===== src/rtl/spi_port_pkg.sv =====
// ============================================================
// package for the serial host-access port
// assumes a 32-bit classic wishbone bus and a 200 MHz mclk
package spi_port_pkg;

  // ============================================================
  // register byte offsets
  localparam logic [7:0] OFS_IRQ_CFG   = 8'h00;  // interrupt_config_register
  localparam logic [7:0] OFS_IRQ_STAT  = 8'h04;  // sticky event status, read only
  localparam logic [7:0] OFS_IRQ_CLR   = 8'h08;  // write one to clear, write only
  localparam logic [7:0] OFS_IRQ_EN    = 8'h0c;  // event enable
  localparam logic [7:0] OFS_MBOX_BASE = 8'h10;  // four mailbox bytes, one per word
  localparam logic [7:0] OFS_MBOX_LAST = 8'h1c;

  // ============================================================
  // field positions and reset values
  localparam int EVT_WR    = 0;  // serial write finished
  localparam int EVT_RD    = 1;  // serial read finished
  localparam int EVT_ABORT = 2;  // frame cut short by chip select
  localparam int EVT_W     = 3;
  localparam logic [3:0] IRQ_CFG_RST = 4'h1;  // active high, push-pull, irq mode
  localparam logic [2:0] IRQ_EN_RST  = 3'h0;

  // ============================================================
  // serial frame layout: command byte then data byte, msb first
  localparam logic [4:0] FRAME_BITS = 5'h10;
  localparam logic [4:0] CMD_BITS   = 5'h08;
  localparam int         CMD_RD_BIT = 7;  // 1 = read, 0 = write

  typedef struct packed {
    logic gpo_val;      // level driven in general-purpose mode
    logic gpo_mode;     // pin acts as plain output
    logic open_drain;   // drive only the low level
    logic active_high;  // polarity of the request
  } irq_cfg_t;

endpackage


===== src/rtl/spi_host_slave_port.sv =====
// ============================================================
// serial host-access port with interrupt request pin
// assumes all serial pins are asynchronous to mclk; sclk period >= 80 ns
`timescale 1ns/1ps
module spi_host_slave_port
  import spi_port_pkg::*;
(
  input  wire  logic        mclk,         // 200 MHz system clock
  input  wire  logic        rst_n,        // synchronous reset, active low
  input  wire  logic        wb_cyc_i,     // wishbone cycle
  input  wire  logic        wb_stb_i,     // wishbone strobe
  input  wire  logic        wb_we_i,      // wishbone write
  input  wire  logic [7:0]  wb_adr_i,     // byte address
  input  wire  logic [3:0]  wb_sel_i,     // byte lanes
  input  wire  logic [31:0] wb_dat_i,     // write data
  output logic       [31:0] wb_dat_o,     // read data
  output logic              wb_ack_o,     // acknowledge
  input  wire  logic        cs_n,         // chip select pin, active low
  input  wire  logic        sclk,         // serial clock pin from master
  input  wire  logic        sdi,          // serial data in
  output logic              sdo_o,        // serial data out level
  output logic              sdo_oe_n,     // serial out enable, low = driving
  input  wire  logic        cpha,         // clock phase strap
  input  wire  logic        cpol,         // clock polarity strap
  output logic              irq_pin_o,    // interrupt_request_pin level
  output logic              irq_pin_oe_n  // interrupt_request_pin enable, low = driving
);
  import spi_port_pkg::*;

  // ============================================================
  // pin synchronisers
  logic [1:0] cs_sync_q, sclk_sync_q, sdi_sync_q, cpha_sync_q, cpol_sync_q;
  logic       sclk_old_q;
  logic       cs_act, sclk_s, sdi_s, cpha_s, cpol_s;

  // two flops per pin, then one more for sclk edge finding
  always_ff @(posedge mclk) begin
    if (!rst_n) begin
      cs_sync_q   <= 2'h3;
      sclk_sync_q <= 2'h0;
      sdi_sync_q  <= 2'h0;
      cpha_sync_q <= 2'h0;
      cpol_sync_q <= 2'h0;
      sclk_old_q  <= 1'b0;
    end else begin
      cs_sync_q   <= {cs_sync_q[0], cs_n};
      sclk_sync_q <= {sclk_sync_q[0], sclk};
      sdi_sync_q  <= {sdi_sync_q[0], sdi};
      cpha_sync_q <= {cpha_sync_q[0], cpha};
      cpol_sync_q <= {cpol_sync_q[0], cpol};
      sclk_old_q  <= sclk_sync_q[1];
    end
  end

  assign cs_act = !cs_sync_q[1];
  assign sclk_s = sclk_sync_q[1];
  assign sdi_s  = sdi_sync_q[1];
  assign cpha_s = cpha_sync_q[1];
  assign cpol_s = cpol_sync_q[1];

  // ============================================================
  // edge classification
  logic edge_any, lead_edge, trail_edge, sample_edge, shift_edge;

  // leading edge leaves the idle level, trailing edge returns to it
  assign edge_any    = sclk_s != sclk_old_q;
  assign lead_edge   = edge_any && (sclk_old_q == cpol_s);
  assign trail_edge  = edge_any && (sclk_old_q != cpol_s);
  assign sample_edge = cpha_s ? trail_edge : lead_edge;
  assign shift_edge  = cpha_s ? lead_edge : trail_edge;

  // ============================================================
  // serial engine
  logic [4:0]  cnt_q;
  logic [15:0] rx_q;
  logic [7:0]  rd_q;
  logic        sdo_q;
  logic        cs_act_q;
  logic [7:0]  mbox_q [4];
  logic [EVT_W-1:0] evt;
  logic        frame_done;

  // bit that belongs at serial position idx; command phase sends zeros
  function automatic logic frame_bit(input logic [4:0] idx, input logic [7:0] data);
    logic [2:0] pos;
    pos = 3'(5'h0f - idx);
    frame_bit = (idx >= CMD_BITS) ? data[pos] : 1'b0;
  endfunction

  assign frame_done = cs_act && sample_edge && (cnt_q == FRAME_BITS - 5'h01);

  // bit counter and receive shifter; chip select high restarts the frame
  always_ff @(posedge mclk) begin
    if (!rst_n) begin
      cnt_q <= 5'h00;
      rx_q  <= 16'h0000;
    end else if (!cs_act) begin
      cnt_q <= 5'h00;
    end else if (sample_edge && cnt_q < FRAME_BITS) begin
      cnt_q <= cnt_q + 5'h01;
      rx_q  <= {rx_q[14:0], sdi_s};
    end
  end

  // read data fetched once the command byte is complete
  always_ff @(posedge mclk) begin
    if (!rst_n) begin
      rd_q <= 8'h00;
    end else if (cs_act && sample_edge && cnt_q == CMD_BITS - 5'h01) begin
      // a read command loads the addressed mailbox byte, a write command sends zeros
      rd_q <= rx_q[CMD_RD_BIT-1] ? mbox_q[{rx_q[0], sdi_s}] : 8'h00;
    end
  end

  // output shifter; phase 0 presents bit 0 as soon as the frame opens
  always_ff @(posedge mclk) begin
    if (!rst_n) begin
      sdo_q    <= 1'b0;
      cs_act_q <= 1'b0;
    end else begin
      cs_act_q <= cs_act;
      if (cs_act && !cs_act_q) begin
        sdo_q <= 1'b0;
      end else if (cs_act && shift_edge) begin
        sdo_q <= frame_bit(cnt_q, rd_q);
      end
    end
  end

  assign sdo_o    = sdo_q;
  assign sdo_oe_n = !cs_act_q;

  // serial events
  always_comb begin
    evt            = '0;
    evt[EVT_WR]    = frame_done && !rx_q[14];
    evt[EVT_RD]    = frame_done && rx_q[14];
    evt[EVT_ABORT] = !cs_act && cs_act_q && cnt_q != 5'h00 && cnt_q != FRAME_BITS;
  end

  // ============================================================
  // wishbone slave and registers
  logic             wb_req, wb_wr, mbox_hit;
  logic [1:0]       mbox_idx;
  irq_cfg_t         cfg_q;
  logic [EVT_W-1:0] stat_q, en_q, wb_clr;
  logic [31:0]      rdat;

  assign wb_req   = wb_cyc_i && wb_stb_i && !wb_ack_o;
  assign wb_wr    = wb_req && wb_we_i && wb_sel_i[0];
  assign mbox_hit = wb_adr_i >= OFS_MBOX_BASE && wb_adr_i <= OFS_MBOX_LAST && wb_adr_i[1:0] == 2'h0;
  assign mbox_idx = wb_adr_i[3:2];
  assign wb_clr   = (wb_wr && wb_adr_i == OFS_IRQ_CLR) ? wb_dat_i[EVT_W-1:0] : '0;

  // one-cycle acknowledge for every address, mapped or not
  always_ff @(posedge mclk) begin
    if (!rst_n) begin
      wb_ack_o <= 1'b0;
      wb_dat_o <= 32'h0000_0000;
    end else begin
      wb_ack_o <= wb_req;
      wb_dat_o <= wb_req && !wb_we_i ? rdat : 32'h0000_0000;
    end
  end

  // read multiplexer; clear register and holes read zero
  always_comb begin
    rdat = 32'h0000_0000;
    case (wb_adr_i)
      OFS_IRQ_CFG:  rdat[3:0]       = cfg_q;
      OFS_IRQ_STAT: rdat[EVT_W-1:0] = stat_q;
      OFS_IRQ_EN:   rdat[EVT_W-1:0] = en_q;
      default:      if (mbox_hit) rdat[7:0] = mbox_q[mbox_idx];
    endcase
  end

  // configuration and enable registers
  always_ff @(posedge mclk) begin
    if (!rst_n) begin
      cfg_q <= IRQ_CFG_RST;
      en_q  <= IRQ_EN_RST;
    end else if (wb_wr && wb_adr_i == OFS_IRQ_CFG) begin
      cfg_q <= wb_dat_i[3:0];
    end else if (wb_wr && wb_adr_i == OFS_IRQ_EN) begin
      en_q <= wb_dat_i[EVT_W-1:0];
    end
  end

  // mailbox: a serial write wins over a bus write in the same cycle
  always_ff @(posedge mclk) begin
    if (!rst_n) begin
      for (int i = 0; i < 4; i++) mbox_q[i] <= 8'h00;
    end else if (evt[EVT_WR]) begin
      // index is the low two bits of the command byte, already shifted up by seven
      mbox_q[rx_q[8:7]] <= {rx_q[6:0], sdi_s};
    end else if (wb_wr && mbox_hit) begin
      mbox_q[mbox_idx] <= wb_dat_i[7:0];
    end
  end

  // sticky status; a new event beats a simultaneous clear
  always_ff @(posedge mclk) begin
    if (!rst_n) begin
      stat_q <= '0;
    end else begin
      stat_q <= (stat_q & ~wb_clr) | evt;
    end
  end

  // ============================================================
  // interrupt request pin
  logic irq_any, pin_level;

  assign irq_any   = |(stat_q & en_q);
  assign pin_level = cfg_q.gpo_mode ? cfg_q.gpo_val
                                    : (irq_any == cfg_q.active_high);
  // open drain drives only low and floats for high
  assign irq_pin_o    = cfg_q.open_drain ? 1'b0 : pin_level;
  assign irq_pin_oe_n = cfg_q.open_drain ? pin_level : 1'b0;
endmodule


===== config.mk =====
export PLATFORM = sky130hd
export DESIGN_NAME = spi_host_slave_port
export DESIGN_NICKNAME = d
export VERILOG_FILES = /design/src/rtl/spi_port_pkg.sv /design/src/rtl/spi_host_slave_port.sv
export SDC_FILE = /design/constraint.sdc
export NUM_CORES = 1
export LEC_CHECK = 0
export CAP_MARGIN = 5
export CORE_ASPECT_RATIO = 0.75
export CORE_MARGIN = 1.5
export CORE_UTILIZATION = 68
export CTS_CLUSTER_DIAMETER = 30
export DETAILED_ROUTE_END_ITERATION = 8
export DONT_BUFFER_PORTS = 1
export GPL_TIMING_DRIVEN = 0
export PLACE_DENSITY = 0.84
export SETUP_SLACK_MARGIN = 0.1
export SKIP_CTS_REPAIR_TIMING = 1
export SLEW_MARGIN = 20
export SYNTH_ARGS = -nofsm -noshare
export SYNTH_HDL_FRONTEND = slang
export SYNTH_SLANG_ARGS = --single-unit

===== constraint.sdc =====
create_clock -name mclk -period 5.5 [get_ports mclk]
set_input_delay 0 -clock mclk [delete_from_list [all_inputs] [get_ports mclk]]
set_output_delay 0 -clock mclk [all_outputs]
set_load 0.05 [all_outputs]

* Yosys cells after proc, flatten, opt, wreduce, memory -nomap -nowiden
Memories as Yosys holds them, arrays and structs flattened. Cells that the tools add are included.
Storage, ports and cells: bits in registers 84, bits in writable memories 32, bits of input ports 54, output and inout bits 37, word-level logic and storage cells 117, memories 1
Cells by class: $add $sub $neg 2, magnitude comparators 5, equality and inequality tests 10, multiplexer cells 27, bitwise gates (word level) 9, reduce and logical (&&, ||, !) cells 42
Memory list:
- mbox_q | depth 4, width 8, read ports 2, clocked after Yosys merged registers in 0, wr ports 4, line spi_host_slave_port.sv:79 | logic [7:0] mbox_q [4];
Operators by type and width (count):
- 1-bit logical AND | 24
- 8-bit 2-to-1 mux | 3
- 1-bit 2-to-1 mux | 17
- 8-bit by 4-bit equality test with 1-bit output (second input constant) | 2
- 8-bit OR reduction | 2
- 3-bit case mux with 3 select lines | 1
- 8-bit by 3-bit equality test with 1-bit output (second input constant) | 1
- 8-bit by 5-bit >= comparator with 1-bit output (second input constant) | 1
- 8-bit by 5-bit less-or-equal comparator with 1-bit output (second input constant) | 1
- 8-bit zero test | 1
- 3-bit bitwise AND | 2
- 2-bit AND reduction | 3
- 2-bit OR reduction | 3
- 6-bit OR reduction | 1
- 5-bit by 1-bit adder with 5-bit output (second input constant) | 1
- 5-bit by 3-bit equality test with 1-bit output (second input constant) | 1
- 5-bit by 4-bit equality test with 1-bit output (second input constant) | 1
- 5-bit by 4-bit >= comparator with 1-bit output (second input constant) | 1
- 1-bit zero test | 5
- 5-bit < comparator (second input constant) | 1
- 5-bit inequality test (second input constant) | 1
- 1-bit NOT | 5
- 5-bit nonzero test | 1
- 3-bit by 4-bit < comparator with 1-bit output (second input constant) | 1
- 12 further kinds | 15

* Longest topological paths before layout
Gate-level depths: netlist (run 1).
word-level depth 12, mapped depth 9, mapped depth without buffers 8

* Least setup slack after synthesis (run 1)
Ideal clock, no wire load.
path kind reg2reg, from register cnt_q[4], to memory mbox_q[0][0] (enable), library setup time 0.387 ns, arrival 2.396 ns, data required time 5.113 ns, path slack 2.718 ns, stages on the path, launching flop included 10, buffers on the path 2, clock period less this slack 2.782 ns, path through dfxtp_1 -> clkbuf_1 -> inv_1 -> ha_1 -> nand2b_1 -> nor2_1 -> a21oi_2 -> buf_2 -> nor2_1 -> o31ai_1
RTL lines:
- start: declaration | line spi_host_slave_port.sv:74 | logic [4:0] cnt_q;
- start signal: assignment | line spi_host_slave_port.sv:100 | cnt_q <= cnt_q + 5'h01;
- end: declaration | line spi_host_slave_port.sv:79

==> flow_summary_export.csv, run 1 <==
group,metric,value,unit
status,outcome,"finished clean",
setup_path,crit_type,"reg -> reg",
grt,grt_max_degree,15,
setup_path,start_kind,"register",
synthesis,ys_ff_latch,92,
setup_path,cp.required,5.49,ns
grt,track_usage,29.8,%
timing,period_share,61.9,%
die,rows,25,
synthesis,synth-main-ff-cell,"dfxtp_1",
timing,rsz0062_at_grt,"no",
setup_path,cp-startpoint,"cnt_q[4]$_SDFFE_PP0P_",
setup_path,critical_path.max_fanout,10,
die,core-area,6350,um2
grt,grt_pass1_wl,15800,um
synthesis,syn-cell-area,4500,um2
clock_network,ctsLongestPathBuffers,2,
clock_network,cts_max_level,3,
pwr,cellLeakagePower,1.97,nW
routing,ant_nets,0,
die,io_pins,91,
timing,fmax,294,MHz
finish,layout-drive-gt1-share,15.6,%
finish,final_util,79.4,%
grt,overflow,0,
grt,grt_pass1_vias,3146,
die,start_util,70.9,%
clock_network,clk_latency,0.36,ns
synthesis,synth.avg_cell_area,10.4,um2
place,place_congestion,0.875,
synthesis,ys.warnings.count,0,
setup_path,r2r-start,"cnt_q[4]$_SDFFE_PP0P_",
clock_network,cts_made_buffers,9,
clock_network,cts.sinks,92,
place,dpl_worst_slack,2.25,ns
finish,final_area,5040,um2
timing,maxSlewViolCount,0,
synthesis,synth-seq-area-share,48.0,%
synthesis,yosysUniqueCellTypes,49,
setup_path,cp-end-kind,"register",
timing,slew_headroom,33.0,%
finish,area_delta_synth_final,12.0,%
place,place_area,4700,um2
worst_hold_path,min_from,"rst_n",
routing,drt_iter0_drc,567,
routing,drc,0,
routing,drt_pass1_iterations,6,
synthesis,synth_edf_count,32,
timing,period_needed,3.40,ns
job,cap_violations,0,
setup_path,crit_arrival,3.39,ns
timing,worstMarginPinSlew,1.00,ns
synthesis,synthArstFlopShare,0,%
synthesis,synth_cells,433,
routing,post_drt_via_cell_ratio,6.19,
timing,setup_violations,0,
place,dp_hpwl,7630,um
worst_hold_path,worstHoldPathType,"in -> reg",
place,port_buffers,0,
clock_network,root_buffer,"clkbuf_8",
grt,antenna_found_initial,1,
clock_network,clkTransAtPathRegs,0.08,ns
die,dieArea,7120,um2
timing,finalSetupTns,0,ns
die,die_y,73.5,um
timing,hold_viol_final,0,
finish,layout.nets,540,
clock_network,cts_tree,"yes",
routing,routedWlPerCell,18.8,um
die,fp.dieW,97.0,um
pwr,p_total,0.00128,W
routing,vias,3526,
pwr,ir_drop,201,uV
pwr,p_per_area,253,nW/um2
timing,worst_clock_skew,0.00954,ns
timing,fin_ws,2.10,ns
routing,drt_wl_total,10700,um
[synthesized netlist by cell type, drive strengths merged (7+ instances only)]
master / count / area [um2]
nand2: 46 / 173
nor2b: 15 / 93.8
mux2i: 10 / 100
nor3: 7 / 51.3
and3: 14 / 87.6
a21boi: 21 / 158
and2: 13 / 81.3
o21a: 10 / 75.1
mux4: 18 / 405
edfxtp: 32 / 961
clkbuf: 15 / 57.6
dfxtp: 60 / 1200
a22oi: 18 / 135
nor2: 46 / 173
buf: 33 / 239
a21oi: 9 / 48.8
inv: 19 / 71.3
[stage by stage]
stage	hold WS (ns)	instances
3_5_place_dp	0.0823	537
2_1_floorplan	0.0793	456
3_3_place_gp	0.0818	537
6_report	0.0348	570
5_1_grt	0.0362	570
4_1_cts	-0.301	553
[metal layers]
| layer | GRT usage [%] | up-vias | wire, um |
|---|---|---|---|
| met4 | 12.1 | 0 | 237 |
| met3 | 7.99 | 28 | 1480 |
| li1 | - | 1580 | - |
| met5 | 0 | - | 0 |
| met2 | 46.0 | 280 | 4920 |
| met1 | 40.8 | 1638 | 4060 |
[critical path: stages (launching register included)]
cell and delay (ns):
dfxtp_1 0.31, clkbuf_1 0.41, inv_1 0.17, ha_1 0.27, nand2b_1 0.16, nor2_1 0.10, a21oi_2 0.44, buf_2 0.33
nor2_1 0.09, o31ai_2 0.74
[registers in the layout (all words and copies together) (netlist names)]
name and cells:
mbox_q 32, rx_q 15, rd_q 8, wb_dat_o 8, cnt_q 5, cfg_q 4, en_q 3, stat_q 3
cpha_sync_q 2, cpol_sync_q 2, cs_sync_q 2, sclk_sync_q 2, sdi_sync_q 2, cs_act_q 1, sclk_old_q 1, sdo_o 1
wb_ack_o 1
[worst paths after layout]
kind,end,slack (ns),cells past startpoint
min reg2reg,sclk_sync_q[1]$_SDFF_PN0_,0.43,1
max,mbox_q[0][4]$_SDFFCE_PN0P_,2.10,9
max reg2reg,mbox_q[0][4]$_SDFFCE_PN0P_,2.10,9
min,cs_sync_q[0]$_SDFF_PN1_,0.03,2
[placed cells by master (no fill, tap or decap), types with 5 or more instances in the layout]
cell           netlist  layout
dfxtp_1             60      60
nor2_1              46      46
nand2_1             46      46
edfxtp_1            32      32
buf_4               25      25
conb_1               1      24
inv_1               19      19
a22oi_1             18      18
mux4_2              18      18
clkbuf_1            14      17
dlygate4sd3_1        0      16
nor2b_1             15      15
and3_1              14      14
and2_1              13      13
a21boi_0            11      11
mux2i_1             10      10
o21a_1              10      10
a21boi_1            10      10
clkbuf_8             0      10
a21oi_1              8       8
buf_2                5       5
nor3_1               5       5
[area by class of cell]
cell class,instances,area (um2)
inverter,19,71.3
buffer,48,297
clock inverter,2,10.0
antenna,1,2.50
tap,81,101
fill,413,1310
sequential,92,2160
timing repair buffer,16,160
multi-input combinational,297,2060
clock buffer,14,174
[report_power, final]
group | switching (W) | internal (W) | total (W)
Sequential | 0.00000780 | 0.000714 | 0.000722
Combinational | 0.0000811 | 0.0000443 | 0.000125
Clock | 0.000225 | 0.000204 | 0.000428
Total | 0.000314 | 0.000962 | 0.00128
[cells by family (layout without fill, tap and decap cells)]
kind of cell	after synthesis	count (layout)	synth area share [%]
AOI/OAI and AO/OA	73	73	12.1
xor gates and xnor gates	5	5	1.14
adders and majority gates	3	3	0.834
buffers and inverters	67	99	8.17
DFF	92	92	48.0
muxes	30	30	11.7
other	1	25	0.0833
and+or+nand+nor	162	162	17.9
No activity file was read; power rests on OpenSTA's default activity.
==> run 2, diff against run 1 <==
- CORE_UTILIZATION: 68 -> 63
- PLACE_DENSITY: 0.84 -> 0.79
- clock period: 5.5 -> 3.48 ns (I/O delays scaled with it)
==> run 2 against run 1 <==
Effect of this change: power increased by 64%; flip-flop and latch count unchanged; clock-buffer cell count decreased by 5; critical path depth unchanged; global-route usage decreased by 1.1 points; clock power increased by 76%; combinational power increased by 60%; wire length decreased by 1.7%; hold slack got worse by 0.013 ns; largest cell class unchanged; highest routed layer unchanged.
==> flow_summary_export.csv, run 2 (synthesis gave the netlist of run 1 again) <==
group,metric,value,unit
finish,final_cells,588,
worst_hold_path,whs_path_depth,2,
timing,period_share,89.4,%
clock_network,ctsLongestPathBuffers,2,
timing,setup_violations,0,
setup_path,cpPeakStageDelay,0.48,ns
clock_network,root_buffer,"clkbuf_8",
finish,reg.largest.list,"mbox_q (32), rx_q (15)",
timing,rsz0062_at_grt,"no",
finish,fillers,489,
die,rows,26,
clock_network,clk_latency,0.37,ns
setup_path,reg2regPathDepth,9,
worst_hold_path,min_to,"cs_sync_q[1]$_SDFF_PN1_",
grt,grt_pass1_wl,16400,um
finish,layout-drive-gt1-share,16.4,%
timing,finalSetupTns,0,ns
place,dp_cells,554,
setup_path,critical_path.max_fanout,10,
worst_hold_path,worstHoldPathType,"in -> reg",
routing,post_drt_via_cell_ratio,5.79,
clock_network,cts.sinks,92,
setup_path,cp-end-kind,"register",
clock_network,cts_made_buffers,9,
clock_network,cts_tree,"yes",
grt,overflow,0,
status,outcome,"finished clean",
place,dp_hpwl,7450,um
setup_path,path_buf_inv,1,
finish,final_common_cell,"dfxtp_1",
routing,vias,3406,
grt,antenna_found_initial,2,
place,port_buffers,0,
routing,drc,0,
clock_network,clkTransAtPathRegs,0.09,ns
finish,largest_reg_flops,32,
routing,drt_pass1_iterations,5,
timing,fmax,321,MHz
finish,final_area,5100,um2
die,io_pins,91,
pwr,ir_drop,279,uV
grt,grt_pass1_vias,3155,
setup_path,rrSetupSlack,0.37,ns
die,start_util,65.6,%
setup_path,cp_slowest_cell,"a21oi_2",
place,place_congestion,0.865,
routing,ant_nets,0,
timing,maxSlewViolCount,0,
timing,period_needed,3.11,ns
finish,layout.nets,540,
job,cap_violations,0,
die,fp.dieW,101,um
die,die_y,76.2,um
timing,worst_clock_skew,0.00880,ns
setup_path,start_kind,"register",
timing,slew_headroom,30.0,%
timing,hold_viol_final,0,
setup_path,r2r-start,"cnt_q[1]$_SDFFE_PP0P_",
finish,final_util,74.3,%
pwr,cellLeakagePower,1.98,nW
grt,grt_max_degree,18,
setup_path,crit_type,"reg -> reg",
setup_path,crit_arrival,3.12,ns
routing,drt_iter0_drc,402,
setup_path,cp.required,3.49,ns
grt,track_usage,28.7,%
setup_path,crit_family,"compound AO/OA/AOI/OAI gates",
finish,area_delta_synth_final,13.2,%
worst_hold_path,min_from,"rst_n",
setup_path,worstPathCellList,"ha_1, and3_1, ha_1, nand2b_1, nor2_1, a21oi_2, buf_2, nor2_1, o31ai_4",
setup_path,worst_r2r_endpoint,"mbox_q[0][3]$_SDFFCE_PN0P_",
finish,top_register,"mbox_q",
timing,worstMarginPinSlew,1.05,ns
routing,drt_wl_total,10500,um
routing,routedWlPerCell,17.9,um
clock_network,cts_max_level,3,
pwr,p_per_area,411,nW/um2
finish,layout_common_cells,"60 x dfxtp_1, 46 x nor2_1, 46 x nand2_1",
die,dieArea,7670,um2
die,core-area,6860,um2
place,place_area,4720,um2
[run 2: cell types whose count changed in the layout (fill, tap and decap cells not counted)]
cell        change
bufinv_16       +1
clkbuf_1        -4
clkbuf_16       -1
clkbuf_2        +1
clkbuf_8        -1
clkinv_2        -2
clkinvlp_4      +2
diode_2         +1
inv_6           +3
inv_8           +1
o31ai_2         -1
o31ai_4         +1
[run 2: how the worst max path moves through the flow]
stage                                     start                         end  slack, ns  cells after the start
after floorplan           cnt_q[4]$_SDFFE_PP0P_  mbox_q[0][0]$_SDFFCE_PN0P_       0.70                      9
after global placement    cnt_q[4]$_SDFFE_PP0P_  mbox_q[0][6]$_SDFFCE_PN0P_      -0.22                      9
after detailed placement  cnt_q[4]$_SDFFE_PP0P_  mbox_q[0][6]$_SDFFCE_PN0P_       0.12                      9
after CTS                 cnt_q[4]$_SDFFE_PP0P_  mbox_q[0][3]$_SDFFCE_PN0P_       0.09                      9
after global routing      cnt_q[1]$_SDFFE_PP0P_      mbox_q[3][7]$_DFFE_PP_       0.21                      7
final                     cnt_q[1]$_SDFFE_PP0P_  mbox_q[0][3]$_SDFFCE_PN0P_       0.37                      9
[run 2: power breakdown]
part / switching [W] / leakage, nW / internal [W] / total (W)
Clock: 0.000408 / 0.0988 / 0.000344 / 0.000753
Sequential: 0.0000116 / 0.811 / 0.00113 / 0.00114
Combinational: 0.000129 / 1.07 / 0.0000705 / 0.000200
[run 2: metal layers]
| metal | share of wire [%] | vias up | wire [um] | track usage (%) |
|---|---|---|---|---|
| met2 | 44 | 226 | 4680 | 42.4 |
| met3 | 12 | 18 | 1290 | 9.08 |
| met5 | 0 | - | 0 | 0 |
| li1 | - | 1585 | - | - |
| met4 | 2.0 | 0 | 209 | 10.7 |
| met1 | 41 | 1577 | 4340 | 39.9 |
[run 2: metrics by stage]
| step | hold slack, ns | total power, W | setup WS (ns) |
|---|---|---|---|
| final | 0.0213 | 0.00209 | 0.369 |
| after CTS | -0.311 | 0.00207 | 0.0899 |
| after global placement | 0.0813 | 0.00134 | -0.219 |
| after detailed placement | 0.0823 | 0.00134 | 0.123 |
| after global routing | 0.0474 | 0.00216 | 0.209 |
| after floorplan | 0.0793 | 0.00131 | 0.698 |
[run 2: layout make-up]
class / count / area (um2) / share of cell area, %
inverters: 19 / 71.3 / 1.40
flip-flops and latches: 92 / 2160 / 42.4
well taps: 98 / 123 / 2.40
clock buffers: 9 / 124 / 2.43
repair buffers: 16 / 160 / 3.14
diodes: 2 / 5.00 / 0.0982
plain buffers: 48 / 298 / 5.84
clock inverters: 7 / 82.6 / 1.62
multi-input cells: 297 / 2070 / 40.7
==> run 3, diff against run 2 <==
- clock period: 3.48 -> 3.2 ns (I/O delays scaled with it)
==> run 3 against run 2 <==
Effect of this change: via count is essentially flat; largest power group unchanged; first-iteration DRC count shrank 8.2%; flip-flop and latch count is the same.
==> flow_summary_export.csv, run 3 (synthesis gave the netlist of run 1 again) <==
group,metric,value,unit
status,outcome,"finished clean",
setup_path,cpPeakStageDelay,0.56,ns
setup_path,cp.required,3.22,ns
pwr,pwr-share-clk,35.9,%
grt,track_usage,28.7,%
setup_path,critical_path.max_fanout,10,
setup_path,crit_type,"reg -> reg",
timing,whs,0.0325,ns
worst_hold_path,min_from,"rst_n",
job,cap_violations,0,
clock_network,cts_made_buffers,9,
setup_path,worstPathCellList,"ha_1, and3_1, ha_1, nand2b_1, nor2_1, and3_1, buf_2, a32oi_2, nand2_1",
timing,slew_headroom,38.0,%
die,rows,26,
die,start_util,65.6,%
pwr,p_per_area,446,nW/um2
grt,overflow,0,
finish,top_register,"mbox_q",
pwr,p_total,0.00228,W
finish,area_delta_synth_final,13.2,%
finish,n_antenna_cell,0,
pwr,netSwitchingFraction,26.2,%
finish,final_common_cell,"dfxtp_1",
worst_hold_path,worstHoldPathType,"in -> reg",
routing,ant_nets,0,
place,dpl_worst_slack,-0.157,ns
routing,post_drt_via_cell_ratio,5.81,
clock_network,clkTransAtPathRegs,0.09,ns
finish,final_cells,586,
clock_network,cts.sinks,92,
finish,layout.nets,540,
timing,worstMarginPinSlew,0.928,ns
grt,antenna_found_initial,1,
setup_path,r2r-start,"cnt_q[1]$_SDFFE_PP0P_",
timing,period_needed,3.16,ns
pwr,cellLeakagePower,1.98,nW
die,io_pins,91,
routing,drt_pass1_iterations,6,
clock_network,clk_latency,0.37,ns
pwr,switching_power,0.000597,W
finish,reg.largest.list,"mbox_q (32), rx_q (15)",
timing,worst_clock_skew,0.00542,ns
setup_path,crit_family,"simple AND/OR/NAND/NOR gates",
timing,period_share,98.7,%
timing,fin_ws,0.0417,ns
routing,drt_iter0_drc,369,
setup_path,cp-end-kind,"register",
setup_path,crit_arrival,3.17,ns
die,core-area,6860,um2
clock_network,cts_max_level,3,
pwr,p_comb_share,9.6,%
die,dieArea,7670,um2
finish,largest_reg_flops,32,
routing,routedWlPerCell,17.9,um
place,place_congestion,0.865,
clock_network,cts_tree,"yes",
finish,final_util,74.3,%
finish,layout_common_cells,"60 x dfxtp_1, 46 x nor2_1, 46 x nand2_1",
clock_network,root_buffer,"clkbuf_8",
finish,fillers,488,
die,fp.dieW,101,um
place,dp_cells,554,
routing,drt_wl_total,10500,um
grt,grt_max_degree,18,
pwr,pwr-share-seq,54.5,%
place,dp_hpwl,7450,um
place,port_buffers,0,
routing,vias,3404,
grt,grt_pass1_vias,3155,
setup_path,cp_slowest_cell,"a32oi_2",
pwr,ir_drop,303,uV
die,die_y,76.2,um
clock_network,ctsLongestPathBuffers,2,
grt,grt_pass1_wl,16400,um
timing,fmax,317,MHz
timing,rsz0062_at_grt,"yes",
timing,setup_violations,0,
finish,layout-drive-gt1-share,16.6,%
routing,drc,0,
setup_path,path_buf_inv,1,
pwr,internal_power,0.00168,W
setup_path,start_kind,"register",
timing,maxSlewViolCount,0,
setup_path,cp-startpoint,"cnt_q[1]$_SDFFE_PP0P_",
timing,hold_viol_final,0,
run 3: power by group through the flow:
stage          Sequential [W]  Clock [W]  Combinational, W
2_1_floorplan         0.00126          0          0.000164
3_3_place_gp          0.00127          0          0.000190
3_5_place_dp          0.00127          0          0.000192
4_1_cts               0.00124   0.000819          0.000193
5_1_grt               0.00124   0.000877          0.000230
6_report              0.00124   0.000818          0.000218
run 3: path summary, 6_finish.rpt:
path                                                   end  slack, ns  depth (start not counted)
worst max-delay path            mbox_q[1][3]$_SDFFCE_PN0P_       0.04                          9
worst min register to register     cs_sync_q[1]$_SDFF_PN1_       0.42                          1
worst max register to register  mbox_q[1][3]$_SDFFCE_PN0P_       0.04                          9
worst min-delay path                  rd_q[1]$_SDFFE_PN0P_       0.03                          2
run 3: metal layers:
metal  GRT usage, %  vias to the layer above  part of all wire (%)
li1               -                     1584                     -
met1           39.9                     1572                    41
met2           42.4                      228                    44
met3           9.08                       20                    13
met4           10.7                        0                   2.2
met5              0                        -                     0
run 3: stage by stage:
| stage | instance area (um2) | TNS (ns) |
|---|---|---|
| after detailed placement | 4720 | -1.25 |
| after CTS | 4920 | -1.48 |
| final | 5100 | 0 |
| after global placement | 4710 | -3.99 |
| after global routing | 5100 | -1.05 |
| after floorplan | 4590 | 0 |
run 3: layout make-up:
cell class | instances | area (um2) | share of cell area [%]
tap | 98 | 123 | 2.40
timing repair buffer | 16 | 160 | 3.14
clock inverter | 7 | 82.6 | 1.62
sequential | 92 | 2160 | 42.4
clock buffer | 9 | 124 | 2.43
inverter | 19 | 71.3 | 1.40
buffer | 48 | 298 | 5.84
multi-input combinational | 297 | 2080 | 40.8
